`config.mk`:
```
export PLATFORM = sky130hd
export DESIGN_NAME = bgw_dual_watchdog
export DESIGN_NICKNAME = d
export VERILOG_FILES = /design/src/inc/bgw_pkg.sv /design/src/verilog/bgw_timer.sv /design/src/verilog/bgw_dual_watchdog.sv
export SDC_FILE = /design/constraint.sdc
export NUM_CORES = 1
export LEC_CHECK = 0
export BUFFER_PORTS_ARGS = -buffer_cell sky130_fd_sc_hd__buf_2
export CORE_MARGIN = 4
export CORE_UTILIZATION = 41
export DETAILED_ROUTE_END_ITERATION = 6
export GPL_TIMING_DRIVEN = 0
export HOLD_SLACK_MARGIN = 0.12
export PLACE_DENSITY_LB_ADDON = 0.12
export SLEW_MARGIN = 20
export SYNTH_ARGS = -nofsm -noshare
export SYNTH_HDL_FRONTEND = slang
export SYNTH_SLANG_ARGS = --single-unit
```
`constraint.sdc`:
```
create_clock -name core_clk -period 2.3 [get_ports core_clk]
set_input_delay 0.345 -clock core_clk [delete_from_list [all_inputs] [get_ports core_clk]]
set_output_delay 0.345 -clock core_clk [all_outputs]
set_load 0.05 [all_outputs]
```
`src/inc/bgw_pkg.sv`:
```
// Package for the dual boot-guard watchdog: timing constants and state types.
// Assumes a single 20 MHz core clock; all other rates come from a tick enable.
`default_nettype none
package bgw_pkg;

    // ------------------------------------------------------------------
    // Clock and tick
    // ------------------------------------------------------------------
    localparam int unsigned CLK_HZ        = 20000000;
    localparam int unsigned TICK_HZ       = 1000;          // Millisecond tick
    localparam int unsigned TICK_DIV      = CLK_HZ / TICK_HZ;
    localparam int unsigned DIV_W         = 15;
    localparam logic [DIV_W-1:0] DIV_LAST = DIV_W'(TICK_DIV - 1);

    // ------------------------------------------------------------------
    // Timeouts in their own units and as tick counts
    // ------------------------------------------------------------------
    localparam int unsigned SEL_TIMEOUT_S   = 10;
    localparam int unsigned POWER_ON_SELFTEST_TIMEOUT_MIN = 12;
    localparam int unsigned SEL_TICKS  = SEL_TIMEOUT_S * TICK_HZ;
    localparam int unsigned POWER_ON_SELFTEST_TICKS = POWER_ON_SELFTEST_TIMEOUT_MIN * 60 * TICK_HZ;
    localparam int unsigned CNT_W      = 20;

    // ------------------------------------------------------------------
    // Reset pulse and timer state
    // ------------------------------------------------------------------
    localparam int unsigned RST_PULSE_CYC = 16;
    localparam int unsigned PULSE_W       = 5;

    typedef enum logic [1:0] {
        BGW_IDLE,
        BGW_RUN,
        BGW_FIRED
    } bgw_state_t;

endpackage
`default_nettype wire

```
`src/verilog/bgw_timer.sv`:
```
// One watchdog timer: counts ticks while armed and fires once at its limit.
// Assumes arm, disarm and tick are synchronous one-cycle pulses on core_clk.
`timescale 1ns/1ps
`default_nettype none

module bgw_timer (
    input  wire logic                        core_clk,
    input  wire logic                        nrst,
    input  wire logic                        tick,
    input  wire logic                        arm,
    input  wire logic                        disarm,
    input  wire logic                        clear,
    input  wire logic [bgw_pkg::CNT_W-1:0]   limit,
    output logic                             running,
    output logic                             expire
);

    bgw_pkg::bgw_state_t                     state_ff;
    logic [bgw_pkg::CNT_W-1:0]               count_ff;

    // ------------------------------------------------------------------
    // State: arm starts a fresh count, disarm holds it, expiry fires once
    // ------------------------------------------------------------------
    always_ff @(posedge core_clk) begin
        if (!nrst || clear) begin
            state_ff <= bgw_pkg::BGW_IDLE;
        end else begin
            case (state_ff)
                bgw_pkg::BGW_IDLE:  if (arm) state_ff <= bgw_pkg::BGW_RUN;
                bgw_pkg::BGW_RUN: begin
                    if (disarm)
                        state_ff <= bgw_pkg::BGW_IDLE;
                    else if (tick && count_ff == limit - 1'b1)
                        state_ff <= bgw_pkg::BGW_FIRED;
                end
                bgw_pkg::BGW_FIRED: state_ff <= bgw_pkg::BGW_FIRED;
                default:            state_ff <= bgw_pkg::BGW_IDLE;
            endcase
        end
    end

    // Tick counter, held while disarmed
    always_ff @(posedge core_clk) begin
        if (!nrst || clear) begin
            count_ff <= '0;
        end else if (state_ff == bgw_pkg::BGW_IDLE && arm) begin
            count_ff <= '0;
        end else if (state_ff == bgw_pkg::BGW_RUN && tick && !disarm) begin
            count_ff <= count_ff + 1'b1;
        end
    end

    // Single-cycle expiry pulse
    always_ff @(posedge core_clk) begin
        if (!nrst || clear)
            expire <= 1'b0;
        else
            expire <= state_ff == bgw_pkg::BGW_RUN && !disarm && tick
                      && count_ff == limit - 1'b1;
    end

    assign running = state_ff == bgw_pkg::BGW_RUN;

endmodule // bgw_timer
`default_nettype wire

```
`src/verilog/bgw_dual_watchdog.sv`:
```
// Top of the dual boot-guard watchdog inside the board management controller.
// Assumes the firmware strobes are synchronous one-cycle pulses on core_clk and
// that hard_reset is a synchronous level, high while the system is held in reset.
`timescale 1ns/1ps
`default_nettype none

module bgw_dual_watchdog #(
    parameter int unsigned SEL_TICKS  = bgw_pkg::SEL_TICKS,
    parameter int unsigned POWER_ON_SELFTEST_TICKS = bgw_pkg::POWER_ON_SELFTEST_TICKS
) (
    input  wire logic  core_clk,
    input  wire logic  nrst,
    input  wire logic  hard_reset,
    input  wire logic  sel_disarm,
    input  wire logic  power_on_selftest_arm,
    input  wire logic  power_on_selftest_disarm,
    input  wire logic  proc_disable_clr,
    output logic       system_reset,
    output logic       async_system_reset,
    output logic       boot_processor_disable,
    output logic       sel_running,
    output logic       power_on_selftest_running,
    output logic       sel_expired,
    output logic       power_on_selftest_expired
);

    // ------------------------------------------------------------------
    // Millisecond tick divider
    // ------------------------------------------------------------------
    logic [bgw_pkg::DIV_W-1:0]   div_ff;
    logic                        tick;

    // Divider counts core clocks to one tick
    always_ff @(posedge core_clk) begin
        if (!nrst)
            div_ff <= '0;
        else if (div_ff == bgw_pkg::DIV_LAST)
            div_ff <= '0;
        else
            div_ff <= div_ff + 1'b1;
    end

    assign tick = div_ff == bgw_pkg::DIV_LAST;

    // ------------------------------------------------------------------
    // Hard reset release detect
    // ------------------------------------------------------------------
    logic                        hard_reset_ff;
    logic                        hr_release;

    always_ff @(posedge core_clk) begin
        if (!nrst)
            hard_reset_ff <= 1'b1;
        else
            hard_reset_ff <= hard_reset;
    end

    assign hr_release = hard_reset_ff && !hard_reset;

    // ------------------------------------------------------------------
    // The two timers
    // ------------------------------------------------------------------
    logic                        sel_expire;
    logic                        power_on_selftest_expire;

    // Boot-select timer, armed by release of hard reset
    bgw_timer u_sel (
        .core_clk (core_clk),
        .nrst     (nrst),
        .tick     (tick),
        .arm      (hr_release),
        .disarm   (sel_disarm),
        .clear    (hard_reset),
        .limit    (bgw_pkg::CNT_W'(SEL_TICKS)),
        .running  (sel_running),
        .expire   (sel_expire)
    );

    // Self-test progress timer, armed by firmware
    bgw_timer u_power_on_selftest (
        .core_clk (core_clk),
        .nrst     (nrst),
        .tick     (tick),
        .arm      (power_on_selftest_arm),
        .disarm   (power_on_selftest_disarm),
        .clear    (hard_reset),
        .limit    (bgw_pkg::CNT_W'(POWER_ON_SELFTEST_TICKS)),
        .running  (power_on_selftest_running),
        .expire   (power_on_selftest_expire)
    );

    // ------------------------------------------------------------------
    // Expiry actions
    // ------------------------------------------------------------------
    logic [bgw_pkg::PULSE_W-1:0] sys_cnt_ff;
    logic [bgw_pkg::PULSE_W-1:0] areset_cnt_ff;

    // System reset pulse after boot-select expiry
    always_ff @(posedge core_clk) begin
        if (!nrst)
            sys_cnt_ff <= '0;
        else if (sel_expire)
            sys_cnt_ff <= bgw_pkg::PULSE_W'(bgw_pkg::RST_PULSE_CYC);
        else if (sys_cnt_ff != '0)
            sys_cnt_ff <= sys_cnt_ff - 1'b1;
    end

    // Async system reset pulse after self-test expiry
    always_ff @(posedge core_clk) begin
        if (!nrst)
            areset_cnt_ff <= '0;
        else if (power_on_selftest_expire)
            areset_cnt_ff <= bgw_pkg::PULSE_W'(bgw_pkg::RST_PULSE_CYC);
        else if (areset_cnt_ff != '0)
            areset_cnt_ff <= areset_cnt_ff - 1'b1;
    end

    // Registered reset outputs
    always_ff @(posedge core_clk) begin
        if (!nrst) begin
            system_reset       <= 1'b0;
            async_system_reset <= 1'b0;
        end else begin
            system_reset       <= sel_expire || sys_cnt_ff > 1;
            async_system_reset <= power_on_selftest_expire || areset_cnt_ff > 1;
        end
    end

    // Processor disable: set only by boot-select expiry, set beats clear
    always_ff @(posedge core_clk) begin
        if (!nrst)
            boot_processor_disable <= 1'b0;
        else if (sel_expire)
            boot_processor_disable <= 1'b1;
        else if (proc_disable_clr)
            boot_processor_disable <= 1'b0;
    end

    // Sticky expiry status, cleared by the next hard reset; set wins
    always_ff @(posedge core_clk) begin
        if (!nrst) begin
            sel_expired  <= 1'b0;
            power_on_selftest_expired <= 1'b0;
        end else begin
            sel_expired  <= sel_expire || (sel_expired && !hard_reset);
            power_on_selftest_expired <= power_on_selftest_expire || (power_on_selftest_expired && !hard_reset);
        end
    end

endmodule // bgw_dual_watchdog
`default_nettype wire

```
# Word level (Yosys, flattened, before mapping)
# Cells that the tools add are included.
[op_classes]
n_div = 0
eq_ne = 11
n_addsub = 5
shifts = 0
reduce_logical = 40
bitwise_logic = 1
magnitude_cmp = 2
muxes = 14
mul = 0
[ops]
columns = ["operator", "n"]
rows = [
  ["20-bit by 1-bit adder with 20-bit output (second input constant)", 2],
  ["20-bit by 14-bit equality test with 1-bit output (second input constant)", 1],
  ["20-bit equality test (second input constant)", 1],
  ["5-bit two-way mux", 4],
  ["1-bit logical AND", 17],
  ["15-bit by 1-bit adder with 15-bit output (second input constant)", 1],
  ["15-bit equality test (second input constant)", 1],
  ["2-bit two-way mux", 6],
  ["2-bit one-hot mux with 3 select lines", 2],
  ["5-bit by 1-bit greater-than comparator with 1-bit output (second input constant)", 2],
  ["5-bit nonzero test", 2],
  ["2-bit OR reduction", 5],
  ["5-bit by 1-bit subtractor with 5-bit output (second input constant)", 2],
  ["3-bit by 2-bit != test with 1-bit output (second input constant)", 2],
  ["2-bit nonzero test", 3],
  ["1-bit logical OR", 5],
  ["2-bit by 1-bit equality test with 1-bit output (second input constant)", 2],
  ["2-bit equality test (second input constant)", 2],
  ["1-bit logical NOT", 4],
  ["2-bit logical NOT", 2],
  ["2-bit AND reduction", 2],
  ["1-bit two-way mux", 2],
  ["2-bit by 1-bit != test with 1-bit output (second input constant)", 1],
  ["2-bit != test (second input constant)", 1],
  ["1-bit NOT", 1],
]
[word_totals]
register_bits = 77
latchBits = 0
mem_bits_ro = 0
output_inout_bits = 7
mem_count = 0
in_bits = 7
ramBits = 0
word_cells = 90

# Longest topological paths before layout
[depth]
word_depth = 5
ltp_mapped = 7
mapped_depth_nobuf = 6

# By module
# A second synthesis with hierarchy kept.
[unflattened]
hier_cells = 557
hier_area_um2 = 4694.5
[by_module_without_submodules]
columns = ["mod", "cells_each", "n_inst", "area_each_um2", "seq_area_each_um2"]
rows = [
  ["bgw_timer", 203, 2, 1672.9, 460.4],
  ["bgw_dual_watchdog", 151, 1, 1348.8, 620.6],
]

# Least setup slack after synthesis
# Ideal clock, no wire load.
[synth_path]
path_kind = "reg-to-reg"
startpoint = "register div_ff[7] (netlist name)"
endpoint = "register u_power_on_selftest.count_ff[11] (netlist name)"
stages_incl_launch_ff = 6
setup_ns = 0.070
synth_period_minus_slack_ns = 2.285
arrival_time_ns = 2.214
slack_ns = 0.015
path_buffers = 1
required_ns = 2.230
path_cell_list = "dfxtp_1 > or4b_4 > or4_4 > buf_6 > or4_1 > a21oi_1"
[synth_via]
elab_chain_len = 3
[synth_lines]
columns = ["element", "line_no", "text"]
rows = [
  ["start, declared", "bgw_dual_watchdog.sv:30", "logic [bgw_pkg::DIV_W-1:0] div_ff;"],
  ["start signal, assigned", "bgw_dual_watchdog.sv:40", "div_ff <= div_ff + 1'b1;"],
  ["15-bit equality test", "bgw_dual_watchdog.sv:43", "assign tick = div_ff == bgw_pkg::DIV_LAST;"],
  ["1-bit logical AND (2 in a row)", "bgw_timer.sv:48", "end else if (state_ff == bgw_pkg::BGW_RUN && tick && !disarm) begin"],
  ["end signal, assigned", "bgw_timer.sv:49", "count_ff <= count_ff + 1'b1;"],
  ["end, declared", "bgw_timer.sv:19", "logic [bgw_pkg::CNT_W-1:0] count_ff;"],
]
# Every way passes these cells.
# A chain may end at the register's enable or synchronous reset.

# Worst setup path after layout
[layout_path]
startpoint = "register div_ff[8] (netlist name)"
endpoint = "register u_power_on_selftest.count_ff[14] (netlist name)"
# The elaborated chain is that of the path after synthesis.

==> run metrics <==
Ys Warns 0; Num CTS Buffers 9; # DRC 0; root buf cell clkbuf_8; ant diodes 0; cell taking the most area after synthesis dfxtp_1; status finished with violations; Yosys cell types 41; Syn Std Cell Area 3709 um2; area of placed instances 3915 um2; Area contributors post-synth dfxtp_1 42%, a21oi_1 4.3%, or3_1 3.9%, mux2i_1 3.5%, nand2_1 3.4%; first-pass GRT wire length 13.98 mm; Synth Area per Inst 8.486 um2; Via density 5.552; hold_buf cts 0; WP data required 2.58 ns; Pwr Density 715.9 nW/um2; Power Total 3.086 mW; post-synthesis sequential area ratio 41.57%; slowest CP cell or4_4; DR pass1 iterations 4; nets 481; Congestion Overflow GR 0; initial drt markers 95; total track usage 16.61%; failing checks setup timing; Worst setup SP type register; WS Path Type register to register; f_max 419.9 MHz; number of synthesized flops with an enable pin 0; Crit. End Element register; initial cell density of the core 42.32%; largest net degree at the start of global routing 15; final core occ 49.19%; Clock Skew 0.01460 ns; Top delay family on crit path simple AND/OR/NAND/NOR gates; clk sink count 77; Critical path buffers and inverters 1; Max-Cap Viols 0; post-route design area 4310 um2; Top Ports 14; Slew Limit Headroom 48.58%; vias in the first global route 2882; full die area 10630 um2; CTS tree yes; top-area cell type share of the netlist area 41.57%; clock slew at reported path FFs 0.08 ns; Max clock buf depth 2; Die Span Y 103.1 um; share of layout cells above drive strength 1 15.47%; Core Box Area 8763 um2; setup violators final 19; setup TNS -0.8559 ns; die width 103.1 um; dpl hpwl 5.744 mm; PortBufs 13; H-tree levels 3; routability cong. 0.7807; most frequent cells after synthesis 77 x dfxtp_1, 34 x nand2_1, 32 x a21oi_1, 32 x nor2_1; DRT Wirelength 8.406 mm; total number of vias 3220; RSZ-0062 raised after global routing yes; worst path arrival time 2.66 ns; site row count 34; HP Class input port to register; clock period minus worst slack 2.381 ns; Worst Path Max Fanout 10; Post-Syn Instances 437; Post-Syn Nets 451; slowest cell delay on critical path 0.61 ns; Skew-Pair Late Insertion Delay 0.35 ns; final slew viol count 0; Wirelength per Cell 14.49 um; Leak Pwr 1.476 nW; IR drop worst, VDD 0.2839 mV; ys flop type dfxtp_1; most common cell in the synthesized netlist dfxtp_1; post-route ant nets 0; Yosys reg bits 77; CP cell instances or4b_4 -> or4_4 -> buf_6 -> or4_1 -> a21oi_2; fin crit share 103.5%; Hold Fails Final Rpt 0; post-route setup slack -0.08148 ns; area grow syn2layout 16.23%; ys async rst share 0%; initial antenna violation count 0; Least-Margin Pin Slew 0.7650 ns
==> timing repair <==
action | 4_1_cts | 5_1_grt
cloned | 1 | 0
setup buffers | 5 | 1
pin swaps | 7 | 2
endpoints found under the setup margin | 54 | 39
resized for setup | 18 | 20
==> where the power goes <==
group          internal [mW]  switching (mW)  leakage, nW
Combinational          0.188           0.302        0.740
Clock                  0.612           0.505        0.110
Sequential              1.41          0.0689        0.626
==> worst register-to-register path, cell delays in order, from the launching register on <==
cell	delay, ns
dfxtp_4	0.35
or4b_4	0.52
or4_4	0.61
buf_6	0.18
or4_1	0.52
a21oi_2	0.14
==> path summary, 6_finish.rpt <==
check,depth (start not counted),from,to,slack [ns]
hold reg to reg,2,u_power_on_selftest.count_ff[15],u_power_on_selftest.count_ff[15],0.47
setup / recovery,5,div_ff[8],u_power_on_selftest.count_ff[14],-0.08
setup reg to reg,5,div_ff[8],u_power_on_selftest.count_ff[14],-0.08
hold / removal,3,proc_disable_clr,boot_processor_disable,0.31
==> layout make-up <==
class / instances / area (um2)
clock inverter: 6 / 87.58
sequential: 77 / 1549
fill: 869 / 4453
clock buffer: 10 / 127.6
multi-input combinational: 327 / 2137
tap: 108 / 135.1
buffer: 19 / 110.1
inverter: 13 / 48.80
timing repair buffer: 20 / 115.1
==> cell usage in the layout, fill, tap and decap left out, drive strengths merged, types with 10 or more instances in the layout <==
cell type / count
dfxtp: 77
nand2: 34
nor2: 32
a21oi: 32
buf: 26
nand3: 23
or3: 23
clkbuf: 23
nand4: 20
or4: 18
o31ai: 17
nor3: 16
inv: 13
mux2i: 13
nor4: 12
o21ai: 10
==> sequential cells by signal (all words and copies together) (netlist names) <==
| signal | count |
|---|---|
| async_system_reset | 1 |
| boot_processor_disable | 1 |
| sel_expired | 1 |
| u_sel.count_ff | 20 |
| u_sel.expire | 1 |
| u_power_on_selftest.state_ff | 2 |
| system_reset | 1 |
| div_ff | 15 |
| u_power_on_selftest.expire | 1 |
| power_on_selftest_expired | 1 |
| areset_cnt_ff | 5 |
| u_sel.state_ff | 2 |
| sys_cnt_ff | 5 |
| u_power_on_selftest.count_ff | 20 |
| hard_reset_ff | 1 |
==> through the flow <==
step / cells / hold WS, ns / setup WS (ns)
floorplan: 437 / 0.4297 / 0.01512
global placement: 558 / 0.4383 / -0.3781
detailed placement: 558 / 0.4639 / -0.3990
CTS: 579 / 0.2934 / -0.06940
global route: 580 / 0.3109 / -0.1555
finish: 580 / 0.3089 / -0.08148
==> kinds of logic (layout without fill, tap and decap cells) <==
family,after synthesis,in the layout,share of synthesized area [%]
fa+ha+maj,7,7,2.362
simple gates,218,218,32.83
buf+inv,33,68,3.779
mux,14,14,3.812
xor+xnor,16,16,3.779
flops,77,77,41.57
compound gates,72,72,11.88
==> per-layer routing <==
metal / part of all wire, % / vias to the layer above / GRT usage, %
met4: 0.99 / 0 / 3.884
met2: 44 / 40 / 25.56
met3: 2.9 / 7 / 4.533
li1: - / 1669 / -
met1: 52 / 1504 / 23.23
met5: 0 / - / 0
Power figures use the tool's default switching activity.
